$ cat src/hdl/pbsi_pkg.sv
// ----------------------------------------
// shared constants for the bus slice
// ----------------------------------------
package pbsi_pkg;

	// timing base
	localparam int CLK_PERIOD_NS = 50;
	// strobe delay after clock b falls, and its width
	localparam int EMS_DELAY_NS = 100;
	localparam int EMS_WIDTH_NS = 200;
	// least times round up, never below one cycle
	localparam int EMS_DELAY_CYC_RAW = (EMS_DELAY_NS + CLK_PERIOD_NS - 1) / CLK_PERIOD_NS;
	localparam int EMS_DELAY_CYC = (EMS_DELAY_CYC_RAW < 1) ? 1 : EMS_DELAY_CYC_RAW;
	localparam int EMS_WIDTH_CYC_RAW = (EMS_WIDTH_NS + CLK_PERIOD_NS - 1) / CLK_PERIOD_NS;
	localparam int EMS_WIDTH_CYC = (EMS_WIDTH_CYC_RAW < 1) ? 1 : EMS_WIDTH_CYC_RAW;
	localparam int EMS_CNT_W = 4;

	// widths of the three groups
	localparam int GRP_W = 4;
	localparam int SHARED_W = 8;

	// bit positions inside the synchronised pin vector
	localparam int PIN_PHASE_CLOCK_A = 0;
	localparam int PIN_PHASE_CLOCK_B = 1;
	localparam int PIN_ADS = 2;
	localparam int PIN_PEA_N = 3;
	localparam int PIN_PEB_N = 4;
	localparam int PIN_CES = 5;
	localparam int PIN_CEA = 6;
	localparam int PIN_RRM = 7;
	localparam int PIN_SPO = 8;
	localparam int PIN_BUS = 9;
	localparam int PIN_UP = 17;
	localparam int PIN_STAT = 21;
	localparam int PIN_W = 29;

	// reset values
	localparam logic [PIN_W-1:0] SYNC_RST = 29'h0000000;
	localparam logic [GRP_W-1:0] LAT_RST = 4'h0;
	localparam logic [SHARED_W-1:0] BUS_RST = 8'h00;
	localparam logic [EMS_CNT_W-1:0] EMS_CNT_RST = 4'h0;

	// the four processor phase windows
	typedef enum logic [1:0] {
		PBSI_PH1,
		PBSI_PH2,
		PBSI_PH3,
		PBSI_PH4
	} pbsi_phase_type;

endpackage : pbsi_pkg

$ cat src/hdl/pbsi_sync.sv
`timescale 1ns/1ns
// ----------------------------------------
// two-flop synchroniser for pin inputs
// ----------------------------------------
module pbsi_sync #(
	parameter int WIDTH = pbsi_pkg::PIN_W
) (
	input wire logic core_clk_i,
	input wire logic rst_i,
	input wire logic [WIDTH-1:0] async_i,
	output logic [WIDTH-1:0] sync_o
);

	typedef struct packed {
		logic [WIDTH-1:0] meta;
		logic [WIDTH-1:0] stable;
	} pbsi_sync_state_type;

	pbsi_sync_state_type s_q;
	pbsi_sync_state_type s_d;

	// first stage feeds only the second stage
	always_comb begin
		s_d.meta = async_i;
		s_d.stable = s_q.meta;
	end

	// both stages reset to zero
	always_ff @(posedge core_clk_i or posedge rst_i) begin
		if (rst_i) begin
			s_q <= '0;
		end else begin
			s_q <= s_d;
		end
	end

	assign sync_o = s_q.stable;

endmodule : pbsi_sync

$ cat src/hdl/pbsi_bus_slice.sv
`timescale 1ns/1ns
// How it works
// - straps alone pick address or data slice
// - groups a and b, four bidirectional lines each
// - group c outbound only, four plus one
// - one latch per outbound line
// - latch bus at phase, hold static
// - strap one captures phase 4, zero phase 2
// - inbound paths drive bus only in phase
// - selected when chip-select differs from polarity
// - static copy of chip-select address
// - active-low path enables block inbound drive
// - unselected bus drivers float
// - read timing is inverted phase clock a
// - core write timing from phase samples
// - core phase-2 enable from phase-4 samples
// - prom phase-4 enable from phase-2 sample
// - timing outputs inverted against bus
// - memory strobe follows phase clock b
// - power sync holds write timing off
module pbsi_bus_slice (
	input wire logic core_clk_i,
	input wire logic rst_i,
	input wire logic phase_clock_a_i,
	input wire logic phase_clock_b_i,
	input wire logic addr_data_select_strap_i,
	input wire logic path_enable_group_a_n_i,
	input wire logic path_enable_group_b_n_i,
	input wire logic chip_select_polarity_strap_i,
	input wire logic chip_select_address_input_i,
	input wire logic memory_type_strap_i,
	input wire logic power_sync_input_i,
	input wire logic [7:0] shared_bus_lines_i,
	output logic [7:0] shared_bus_lines_o,
	output logic [7:0] shared_bus_lines_oe_o,
	input wire logic [3:0] upper_address_lines_i,
	input wire logic [7:0] static_lines_i,
	output logic [7:0] static_lines_o,
	output logic [7:0] static_lines_oe_o,
	output logic [3:0] static_upper_o,
	output logic chip_select_static_copy_o,
	output logic driver_enable_term_o,
	output logic read_timing_output_o,
	output logic write_timing_output_n_o,
	output logic external_memory_strobe_o
);

	// ----------------------------------------
	// state
	// ----------------------------------------

	// all state in one record, loaded with STATE_RST together by reset
	typedef struct packed {
		pbsi_pkg::pbsi_phase_type phase;
		logic [1:0] warm;
		logic phase_clock_b_prev;
		logic [3:0] lat_a;
		logic [3:0] lat_b;
		logic [3:0] lat_up;
		logic lat_cs;
		logic cea_ph2;
		logic cea_ph4;
		logic wio_ph2;
		logic wio_ph4;
		logic de;
		logic [7:0] bus_out;
		logic [7:0] bus_oe;
		logic [7:0] stat_oe;
		logic rt;
		logic wt_n;
		logic [pbsi_pkg::EMS_CNT_W-1:0] ems_cnt;
		logic external_memory_strobe;
	} pbsi_state_type;

	// bus released, latches clear and write idle after reset
	localparam pbsi_state_type STATE_RST = '{
		phase: pbsi_pkg::PBSI_PH1,
		warm: 2'h0,
		phase_clock_b_prev: 1'b0,
		lat_a: pbsi_pkg::LAT_RST,
		lat_b: pbsi_pkg::LAT_RST,
		lat_up: pbsi_pkg::LAT_RST,
		lat_cs: 1'b0,
		cea_ph2: 1'b0,
		cea_ph4: 1'b0,
		wio_ph2: 1'b0,
		wio_ph4: 1'b0,
		de: 1'b0,
		bus_out: pbsi_pkg::BUS_RST,
		bus_oe: pbsi_pkg::BUS_RST,
		stat_oe: pbsi_pkg::BUS_RST,
		rt: 1'b0,
		wt_n: 1'b1,
		ems_cnt: pbsi_pkg::EMS_CNT_RST,
		external_memory_strobe: 1'b0
	};

	// one down-counter covers both the strobe delay and its width
	localparam logic [pbsi_pkg::EMS_CNT_W-1:0] EMS_LOAD =
		pbsi_pkg::EMS_CNT_W'(pbsi_pkg::EMS_DELAY_CYC + pbsi_pkg::EMS_WIDTH_CYC);
	localparam logic [pbsi_pkg::EMS_CNT_W-1:0] EMS_ON =
		pbsi_pkg::EMS_CNT_W'(pbsi_pkg::EMS_WIDTH_CYC);

	pbsi_state_type s_q;
	pbsi_state_type s_d;

	// ----------------------------------------
	// pin synchronisation
	// ----------------------------------------

	logic [pbsi_pkg::PIN_W-1:0] pins_raw;
	logic [pbsi_pkg::PIN_W-1:0] pins;

	// every pin, straps included, crosses two flops first
	// straps are static, but a wired strap may still bounce at power-up
	always_comb begin
		pins_raw = '0;
		pins_raw[pbsi_pkg::PIN_PHASE_CLOCK_A] = phase_clock_a_i;
		pins_raw[pbsi_pkg::PIN_PHASE_CLOCK_B] = phase_clock_b_i;
		pins_raw[pbsi_pkg::PIN_ADS] = addr_data_select_strap_i;
		pins_raw[pbsi_pkg::PIN_PEA_N] = path_enable_group_a_n_i;
		pins_raw[pbsi_pkg::PIN_PEB_N] = path_enable_group_b_n_i;
		pins_raw[pbsi_pkg::PIN_CES] = chip_select_polarity_strap_i;
		pins_raw[pbsi_pkg::PIN_CEA] = chip_select_address_input_i;
		pins_raw[pbsi_pkg::PIN_RRM] = memory_type_strap_i;
		pins_raw[pbsi_pkg::PIN_SPO] = power_sync_input_i;
		pins_raw[pbsi_pkg::PIN_BUS +: 8] = shared_bus_lines_i;
		pins_raw[pbsi_pkg::PIN_UP +: 4] = upper_address_lines_i;
		pins_raw[pbsi_pkg::PIN_STAT +: 8] = static_lines_i;
	end

	pbsi_sync #(
		.WIDTH(pbsi_pkg::PIN_W)
	) u_sync (
		.core_clk_i(core_clk_i),
		.rst_i(rst_i),
		.async_i(pins_raw),
		.sync_o(pins)
	);

	// named views of the synchronised pins
	// bit order is fixed by the package positions
	logic phase_clock_a;
	logic phase_clock_b;
	logic addr_data_select_strap;
	logic pea_n;
	logic peb_n;
	logic chip_select_polarity_strap;
	logic cea;
	logic wio;
	logic power_sync_input;
	logic [7:0] bus_in;
	logic [3:0] up_in;
	logic [7:0] stat_in;

	assign phase_clock_a = pins[pbsi_pkg::PIN_PHASE_CLOCK_A];
	assign phase_clock_b = pins[pbsi_pkg::PIN_PHASE_CLOCK_B];
	assign addr_data_select_strap = pins[pbsi_pkg::PIN_ADS];
	assign pea_n = pins[pbsi_pkg::PIN_PEA_N];
	assign peb_n = pins[pbsi_pkg::PIN_PEB_N];
	assign chip_select_polarity_strap = pins[pbsi_pkg::PIN_CES];
	assign cea = pins[pbsi_pkg::PIN_CEA];
	// grounded for rom, tied to the write command for core
	assign wio = pins[pbsi_pkg::PIN_RRM];
	assign power_sync_input = pins[pbsi_pkg::PIN_SPO];
	assign bus_in = pins[pbsi_pkg::PIN_BUS +: 8];
	assign up_in = pins[pbsi_pkg::PIN_UP +: 4];
	assign stat_in = pins[pbsi_pkg::PIN_STAT +: 8];

	// ----------------------------------------
	// phase decode and enables
	// ----------------------------------------

	pbsi_pkg::pbsi_phase_type phase_now;
	logic cap_now;
	logic drive_now;
	logic de_ph2;
	logic de_ph4;
	logic de_sel;
	logic wt_now;
	logic [7:0] grp_n;

	// quadrature pair: a low in phases 1-2, b high in 1 and 4
	always_comb begin
		case ({phase_clock_a, phase_clock_b})
			2'b01: phase_now = pbsi_pkg::PBSI_PH1;
			2'b00: phase_now = pbsi_pkg::PBSI_PH2;
			2'b10: phase_now = pbsi_pkg::PBSI_PH3;
			2'b11: phase_now = pbsi_pkg::PBSI_PH4;
			default: phase_now = pbsi_pkg::PBSI_PH1;
		endcase
	end

	// the address/data strap alone picks the capture phase
	assign cap_now = addr_data_select_strap ? (phase_now == pbsi_pkg::PBSI_PH4)
		: (phase_now == pbsi_pkg::PBSI_PH2);
	// inbound drive shares the capture phase slot;
	// a group drives the bus only while its static side is off, so the two uses never clash
	assign drive_now = addr_data_select_strap ? (phase_now == pbsi_pkg::PBSI_PH4)
		: (phase_now == pbsi_pkg::PBSI_PH2);

	// core: phase-4 command and select gate phase-2 drive
	assign de_ph2 = s_q.wio_ph4 & (s_q.cea_ph4 ^ chip_select_polarity_strap);
	// prom: phase-2 select alone gates phase-4 drive
	assign de_ph4 = s_q.cea_ph2 ^ chip_select_polarity_strap;
	// select is active when address differs from the strap
	assign de_sel = addr_data_select_strap ? de_ph4 : de_ph2;

	// write only in phases 3-4, never before power sync
	assign wt_now = s_q.wio_ph2 & (s_q.cea_ph4 ^ chip_select_polarity_strap)
		& power_sync_input
		& ((phase_now == pbsi_pkg::PBSI_PH3) | (phase_now == pbsi_pkg::PBSI_PH4));

	// group path enable per shared bus bit, active low
	// one enable per bit keeps the drive vector a plain mask
	genvar gi;
	generate
		for (gi = 0; gi < pbsi_pkg::SHARED_W; gi++) begin : g_grp
			if (gi < pbsi_pkg::GRP_W) begin : g_a
				assign grp_n[gi] = pea_n;
			end else begin : g_b
				assign grp_n[gi] = peb_n;
			end
		end
	endgenerate

	// ----------------------------------------
	// phase order guard
	// ----------------------------------------

	pbsi_pkg::pbsi_phase_type phase_next;
	logic step_ok;
	logic live;

	// the only phase that may follow the last one seen
	always_comb begin
		case (s_q.phase)
			pbsi_pkg::PBSI_PH1: phase_next = pbsi_pkg::PBSI_PH2;
			pbsi_pkg::PBSI_PH2: phase_next = pbsi_pkg::PBSI_PH3;
			pbsi_pkg::PBSI_PH3: phase_next = pbsi_pkg::PBSI_PH4;
			pbsi_pkg::PBSI_PH4: phase_next = pbsi_pkg::PBSI_PH1;
			default: phase_next = pbsi_pkg::PBSI_PH1;
		endcase
	end

	// a skipped phase means a clock level was lost in the synchroniser;
	// capturing then would latch a value from the wrong window
	assign step_ok = (phase_now == s_q.phase) | (phase_now == phase_next);
	// the synchroniser shows reset zeros for two edges after release,
	// which decode as phase 2 and would cause a false capture
	assign live = s_q.warm[1] & step_ok;

	// ----------------------------------------
	// next state
	// ----------------------------------------

	// one pass fills the whole next state
	always_comb begin
		s_d = s_q;
		s_d.phase = phase_now;
		s_d.phase_clock_b_prev = phase_clock_b;
		// fills with ones as the synchroniser fills with real pin levels
		s_d.warm = {s_q.warm[0], 1'b1};

		// outbound latches follow the bus in the capture phase only
		if (cap_now && live) begin
			s_d.lat_a = bus_in[3:0];
			s_d.lat_b = bus_in[7:4];
			s_d.lat_up = up_in;
			s_d.lat_cs = cea;
		end

		// phase samples for the core and prom equations
		// held a whole cycle, so each equation sees one phase's value
		if (live && (phase_now == pbsi_pkg::PBSI_PH2)) begin
			s_d.cea_ph2 = cea;
			s_d.wio_ph2 = wio;
		end
		if (live && (phase_now == pbsi_pkg::PBSI_PH4)) begin
			s_d.cea_ph4 = cea;
			s_d.wio_ph4 = wio;
		end

		s_d.de = de_sel;

		// inbound drive: selected, in phase, left path disabled
		s_d.bus_out = stat_in;
		s_d.bus_oe = {8{de_sel & drive_now}} & grp_n;
		// anything not enabled above floats on the bus
		if (!de_sel) begin
			s_d.bus_oe = pbsi_pkg::BUS_RST;
		end

		// static side drives only while its left path is enabled
		s_d.stat_oe = ~grp_n;

		// timing outputs are inverted against the bus side
		s_d.rt = ~phase_clock_a;
		s_d.wt_n = ~wt_now;

		// strobe: delay then width, restarted on each b fall
		// b falls once per processor cycle, well after the strobe ends
		if (s_q.phase_clock_b_prev & ~phase_clock_b) begin
			s_d.ems_cnt = EMS_LOAD;
		end else if (s_q.ems_cnt != pbsi_pkg::EMS_CNT_RST) begin
			s_d.ems_cnt = s_q.ems_cnt - 4'h1;
		end
		s_d.external_memory_strobe = (s_q.ems_cnt != pbsi_pkg::EMS_CNT_RST) && (s_q.ems_cnt <= EMS_ON);
	end

	// ----------------------------------------
	// registers
	// ----------------------------------------

	// constant reset: bus released, write timing idle high
	// the synchroniser shares this reset, so both release together
	always_ff @(posedge core_clk_i or posedge rst_i) begin
		if (rst_i) begin
			s_q <= STATE_RST;
		end else begin
			s_q <= s_d;
		end
	end

	// ----------------------------------------
	// outputs
	// ----------------------------------------

	// all outputs come straight from flops
	assign shared_bus_lines_o = s_q.bus_out;
	assign shared_bus_lines_oe_o = s_q.bus_oe;
	assign static_lines_o = {s_q.lat_b, s_q.lat_a};
	assign static_lines_oe_o = s_q.stat_oe;
	// group c has no inbound path, so it always drives
	assign static_upper_o = s_q.lat_up;
	assign chip_select_static_copy_o = s_q.lat_cs;
	// the selected enable term, for board-level gating
	assign driver_enable_term_o = s_q.de;
	assign read_timing_output_o = s_q.rt;
	assign write_timing_output_n_o = s_q.wt_n;
	assign external_memory_strobe_o = s_q.external_memory_strobe;

endmodule : pbsi_bus_slice

$ cat config.mk
export PLATFORM = sky130hd
export DESIGN_NAME = pbsi_bus_slice
export DESIGN_NICKNAME = d
export VERILOG_FILES = /design/src/hdl/pbsi_pkg.sv /design/src/hdl/pbsi_sync.sv /design/src/hdl/pbsi_bus_slice.sv
export SDC_FILE = /design/constraint.sdc
export NUM_CORES = 1
export LEC_CHECK = 0
export ABC_AREA = 1
export BUFFER_PORTS_ARGS = -buffer_cell sky130_fd_sc_hd__buf_4
export CORE_MARGIN = 3
export CORE_UTILIZATION = 57
export CTS_CLUSTER_DIAMETER = 120
export CTS_CLUSTER_SIZE = 25
export DETAILED_ROUTE_END_ITERATION = 6
export HOLD_SLACK_MARGIN = 0.02
export PLACE_DENSITY = 0.83
export SETUP_SLACK_MARGIN = 0.15
export SYNTH_ARGS = -nofsm -noshare
export SYNTH_HDL_FRONTEND = slang
export SYNTH_SLANG_ARGS = --single-unit
$ cat constraint.sdc
create_clock -name core_clk_i -period 7.4 [get_ports core_clk_i]
set_input_delay 1.48 -clock core_clk_i [delete_from_list [all_inputs] [get_ports core_clk_i]]
set_output_delay 1.48 -clock core_clk_i [all_outputs]
set_load 0.05 [all_outputs]
==> flow_metrics.tcl, run 1 <==
set metrics [dict create \
    min_to "s_q[51]" \
    routed_wl_um 5160 \
    synth_top_area_cell "dfrtp_1" \
    fillCellCount 399 \
    vias_per_cell 4.75 \
    synth_edf_count 0 \
    fp.dieW_um 84.1 \
    stdcell_count 383 \
    cts-resized-gates 0 \
    grt_usage_pct 16.2 \
    die_y_um 84.1 \
    cts_hold_buf 0 \
    crit_type "reg -> out" \
    outcome "finished, final reports clean" \
    maxSlewHeadroom_pct 57.2 \
    synth_most_common_cell "dfrtp_1" \
    reg2reg_from "u_sync.sync_o[1]" \
    final_area_mm2 0.00401 \
    p_leak_uw 0.00206 \
    clockPowerShare_pct 27.0 \
    ys_seq_elements 100 \
    synth_warnings 0 \
    clockBufferDepth 2 \
    vias 1818 \
    syn_inst 265 \
    setup_viol 0 \
    endpoint_kind "output pin" \
    root_buffer "clkbuf_8" \
    drv_slew 0 \
    clk_latency_ps 360 \
    cts.sinks 100 \
    synthDistinctLibCells 24 \
    antennaDiodeCount 0 \
    fmax_ghz 0.393 \
    synthTopCellsByCount "99 x dfrtp_1, 44 x nand2_1, 38 x buf_4, 21 x inv_1, 18 x nand4_1" \
    finalCritPeriodShare_pct 34.3 \
    hold_start "s_d[51]" \
    combPwrFrac_pct 25.1 \
    crit_family "flip-flops" \
    firstDrtPassIters 4 \
    place_area_mm2 0.00379 \
    postCtsSetupBuffers 0 \
    worstPathRequired_ps 5920 \
    synth_top_area_share_pct 71.2 \
    grt_max_degree 52 \
    r2r_end "static_upper_o[3]" \
    synth-async-reset-ratio_pct 100 \
    cts_buffers 9 \
    finalClockSkew_ps 7.22 \
    start_util_pct 60.9 \
    r2r_slack_ps 5310 \
    slowest_stage "dfstp_2" \
    grt_first_pass_wirelength_um 8690 \
    path_depth 1 \
    drtIter0Drc 114 \
    nets 346 \
    power.density_mw_per_mm2 345 \
    fin_tns_setup_ps 0 \
    seqPwrFrac_pct 48.0 \
    rows 27 \
    hold_viol 0 \
    hold_depth 0 \
    rsz0062_at_grt "false" \
    die-area_mm2 0.00708 \
    boundaryPins 72 \
    clkSlewWorstSetupHoldPaths_ps 90 \
    peakVddDrop_v 0.000180 \
    ys_top_cells_by_area "dfrtp_1 71%, buf_4 8.2%, nand2_1 4.7%" \
    dp_cells 367 \
    synth_nets 305 \
    worstPathMaxFanout 1 \
    synth_area_per_cell_um2 13.1 \
    ant_nets 0 \
    htree_levels 3 \
    final_core_util_pct 70.3 \
    first_global_vias 1809 \
    grt_overflow 0 \
    worst_pin_slew_ps 642 \
    synth_ff_type "dfrtp_1" \
    drc 0 \
    ys_seq_area_share_pct 72.0 \
    p_total_uw 1380 \
    hp-class "reg -> reg" \
    place.gp.congestion 0.729 \
    post-route-min-period_ps 2540 \
    p_switching_uw 467 \
    antenna_found_initial 0 \
    drv_cap 0 \
    crit_arrival_ps 1060 \
    cts_tree "built" \
    r2r_cells 10 \
    synthToLayoutAreaGrowth_pct 15.3 \
    wl_per_cell_um 13.5 \
    switching_share_pct 33.8 \
    max_stage_delay_ps 520 \
    p_int_uw 916 \
    core_area_mm2 0.00571 \
    dpl.hpwl_um 3350 \
    path_buf_inv 1 \
    start_kind "register" \
    drive_above_1_share_pct 30.2 \
    syn_area_mm2 0.00348 \
    numPortBuffers 71 \
    cp_cell_sequence "buf_4" \
]
-- registers in the layout, indices dropped and copies added (netlist names) --
signal,count
s_q,12
s_d,1
shared_bus_lines_o,8
shared_bus_lines_oe_o,2
chip_select_static_copy_o,1
static_upper_o,4
u_sync.sync_o,29
external_memory_strobe_o,1
driver_enable_term_o,1
u_sync.s_d,29
static_lines_oe_o,2
read_timing_output_o,1
static_lines_o,8
write_timing_output_n_o,1
-- metal layers --
metal	routed length, um	global-route usage, %
met1	2170	21.9
met2	2480	23.8
met3	392	5.50
met4	117	7.89
met5	0	0
-- cell families after synthesis --
group / after synthesis / synth area share [%]
and+or+nand+nor: 79 / 10.4
xor gates and xnor gates: 5 / 1.26
adders and majority gates: 9 / 3.24
muxes: 1 / 0.324
buffers and inverters: 63 / 11.6
AOI/OAI and AO/OA: 7 / 1.19
DFF: 100 / 72.0
other: 1 / 0.108
-- cells in the final DEF (no fill, tap or decap) --
| cell type | synthesis | final |
|---|---|---|
| dfrtp_1 | 99 | 99 |
| buf_4 | 38 | 72 |
| nand2_1 | 44 | 44 |
| inv_1 | 21 | 20 |
| nand4_1 | 18 | 18 |
| ha_1 | 9 | 9 |
| clkbuf_8 | 0 | 9 |
| nor2_1 | 7 | 7 |
| nand3_1 | 7 | 7 |
| o21ai_0 | 4 | 4 |
| xor2_1 | 3 | 3 |
| xnor2_1 | 2 | 2 |
| inv_6 | 0 | 2 |
| bufinv_16 | 0 | 2 |
| o21ai_1 | 1 | 1 |
| o21ai_2 | 1 | 1 |
| nand2_2 | 1 | 1 |
| mux2_2 | 1 | 1 |
| nand3_2 | 1 | 1 |
| inv_4 | 0 | 1 |
| nor3_1 | 1 | 1 |
| a22oi_1 | 1 | 1 |
| clkinv_4 | 0 | 1 |
| clkinvlp_4 | 0 | 1 |
| clkinv_2 | 0 | 1 |
| conb_1 | 1 | 1 |
| dfstp_2 | 1 | 1 |
-- cell type report --
cell class / count / area, um2 / share of cell area, %
Timing Repair Buffer: 72 / 541 / 13.5
Inverter: 21 / 81.3 / 2.03
Clock buffer: 9 / 124 / 3.09
Tap cell: 72 / 90.1 / 2.25
Multi-Input combinational cell: 102 / 573 / 14.3
Sequential cell: 100 / 2500 / 62.4
Clock inverter: 7 / 98.8 / 2.46
-- metrics by stage --
step | hold WS, ps | worst slack, ps
after floorplan | 331 | 3300
after global placement | 332 | 4760
after detailed placement | 335 | 4740
after CTS | 354 | 4840
after global routing | 361 | 4820
final | 352 | 4860
-- power by group through the flow --
stage	sequential, uW	combinational, uW	clock, uW
finish	663	347	373
global route	672	373	408
CTS	664	351	383
detailed placement	673	349	0
floorplan	685	280	0
global placement	670	340	0
-- how the worst max path moves through the flow --
stage                       startpoint                        end  slack (ps)
2_1_floorplan                    rst_i  chip_select_static_copy_o        3300
3_3_place_gp                     rst_i             u_sync.s_d[14]        4760
3_5_place_dp                     rst_i             u_sync.s_d[14]        4740
4_1_cts        write_timing_output_n_o    write_timing_output_n_o        4840
5_1_grt        write_timing_output_n_o    write_timing_output_n_o        4820
6_report       write_timing_output_n_o    write_timing_output_n_o        4860
Power figures use the tool's default switching activity.
==> run 2: changes to the inputs <==
--- a/config.mk
+++ b/config.mk
@@ -8,12 +8,12 @@
 export ABC_AREA = 1
 export BUFFER_PORTS_ARGS = -buffer_cell sky130_fd_sc_hd__buf_4
 export CORE_MARGIN = 3
-export CORE_UTILIZATION = 57
+export CORE_UTILIZATION = 48
 export CTS_CLUSTER_DIAMETER = 120
 export CTS_CLUSTER_SIZE = 25
 export DETAILED_ROUTE_END_ITERATION = 6
 export HOLD_SLACK_MARGIN = 0.02
-export PLACE_DENSITY = 0.83
+export PLACE_DENSITY = 0.74
 export SETUP_SLACK_MARGIN = 0.15
 export SYNTH_ARGS = -nofsm -noshare
 export SYNTH_HDL_FRONTEND = slang
==> constraint.sdc (replaced) <==
create_clock -name core_clk_i -period 2.2 [get_ports core_clk_i]
set_input_delay 0.44 -clock core_clk_i [delete_from_list [all_inputs] [get_ports core_clk_i]]
set_output_delay 0.44 -clock core_clk_i [all_outputs]
set_load 0.05 [all_outputs]
==> run 2 against run 1 <==
  * Via count increased by 2.8%
  * Clock skew rose by 4.8 ps
  * Sequential cell count unchanged
  * Total power rose to 3.4 times the previous value
==> flow_metrics.tcl, run 2 (same netlist as run 1, synthesis figures left out) <==
set metrics [dict create \
    outcome "finished, final reports clean" \
    fillCellCount 562 \
    clockBufferDepth 2 \
    post-route-min-period_ps 1830 \
    antennaDiodeCount 0 \
    first_global_vias 1889 \
    endpoint_kind "register" \
    dpl.hpwl_um 3690 \
    switching_share_pct 34.1 \
    htree_levels 3 \
    die-area_mm2 0.00831 \
    core_area_mm2 0.00691 \
    worstPathRequired_ps 2450 \
    ant_nets 0 \
    final_cell_mix "99 x dfrtp_1, 74 x buf_4, 44 x nand2_1" \
    maxSlewHeadroom_pct 65.4 \
    die_y_um 91.1 \
    p_int_uw 3110 \
    clk_latency_ps 360 \
    grt_max_degree 37 \
    hp-class "in -> async" \
    r2r_slack_ps 370 \
    hold_viol 0 \
    seqPwrFrac_pct 47.4 \
    multi_input_area_um2 573 \
    drc 0 \
    p_switching_uw 1610 \
    r2r_end "static_upper_o[1]" \
    drtIter0Drc 72 \
    cts-resized-gates 0 \
    reg2reg_from "u_sync.sync_o[0]" \
    drv_cap 0 \
    grt_first_pass_wirelength_um 8690 \
    postCtsSetupBuffers 0 \
    cts_tree "built" \
    hold_slack_ps 117 \
    setup_viol 0 \
    finalCritPeriodShare_pct 83.3 \
    start_util_pct 50.4 \
    fmax_ghz 0.545 \
    crit_type "reg -> reg" \
    worst_pin_slew_ps 517 \
    place.gp.congestion 0.832 \
    layout_commonest_cell "dfrtp_1" \
    cts_buffers 9 \
    nets 350 \
    routed_wl_um 5150 \
    cts.sinks 100 \
    vias_per_cell 4.55 \
    place_area_mm2 0.00387 \
    crit_arrival_ps 2090 \
    cts_hold_buf 0 \
    start_kind "register" \
    power.density_mw_per_mm2 1150 \
    firstDrtPassIters 4 \
    vias 1869 \
    rows 30 \
    fin_tns_setup_ps 0 \
    final_area_mm2 0.00410 \
    p_leak_uw 0.00209 \
    peakVddDrop_v 0.000672 \
    worstPathMaxFanout 13 \
    wl_per_cell_um 12.5 \
    seq_area_mm2 0.00250 \
    clockPowerShare_pct 27.7 \
    r2r_cells 10 \
    boundaryPins 72 \
    root_buffer "clkbuf_8" \
    synthToLayoutAreaGrowth_pct 17.9 \
    dp_cells 395 \
    stdcell_count 411 \
    combPwrFrac_pct 25.0 \
    clkSlewWorstSetupHoldPaths_ps 100 \
    numPortBuffers 71 \
    finalClockSkew_ps 12.0 \
    p_total_uw 4710 \
    grt_usage_pct 13.4 \
    fp.dieW_um 91.1 \
    antenna_found_initial 0 \
    drv_slew 0 \
    grt_overflow 0 \
    drive_above_1_share_pct 31.1 \
    rsz0062_at_grt "false" \
]
[run 2: cell type report]
type / instances / share of cell area (%)
Timing Repair Buffer: 76 / 14.5
Tap cell: 96 / 2.93
Sequential cell: 100 / 61.0
Clock buffer: 9 / 3.02
Inverter: 21 / 2.01
Clock inverter: 7 / 2.56
Multi-Input combinational cell: 102 / 14.0
[run 2: routing by layer]
layer / share of wire (%) / vias up / global-route usage (%)
met3: 7.4 / 15 / 4.97
li1: - / 884 / -
met5: 0 / - / 0
met4: 2.9 / 0 / 6.53
met1: 41 / 905 / 15.7
met2: 48 / 65 / 21.9
[run 2: worst max path at each step]
stage	cells past startpoint	to	start	slack, ps
floorplan	1	chip_select_static_copy_o	rst_i	570
global placement	6	chip_select_static_copy_o	u_sync.sync_o[1]	500
detailed placement	10	static_upper_o[1]	u_sync.sync_o[0]	420
CTS	10	static_upper_o[1]	u_sync.sync_o[0]	370
global route	10	static_lines_o[7]	u_sync.sync_o[1]	160
finish	10	static_upper_o[1]	u_sync.sync_o[0]	370
[run 2: stage by stage]
step	setup slack (ps)	utilization, %
finish	367	59.4
global route	158	59.4
CTS	372	59.4
detailed placement	421	56.1
global placement	503	56.1
floorplan	571	-
[run 2: worst max-delay path, stage by stage, from the launching register on]
cell and delay, ps:
dfrtp_1 420, inv_1 90, ha_1 340, inv_1 90, o21ai_1 80, nand2_1 70
nand3_1 90, nand2_2 100, nand3_2 230, nand2_1 150, nand2_1 60
[run 2: power by group through the flow]
stage,clock network (uW),registers (uW),logic (uW)
after detailed placement,0,2270,1190
after global routing,1400,2260,1270
after floorplan,0,2300,943
after global placement,0,2260,1160
final,1300,2230,1180
after CTS,1330,2230,1190
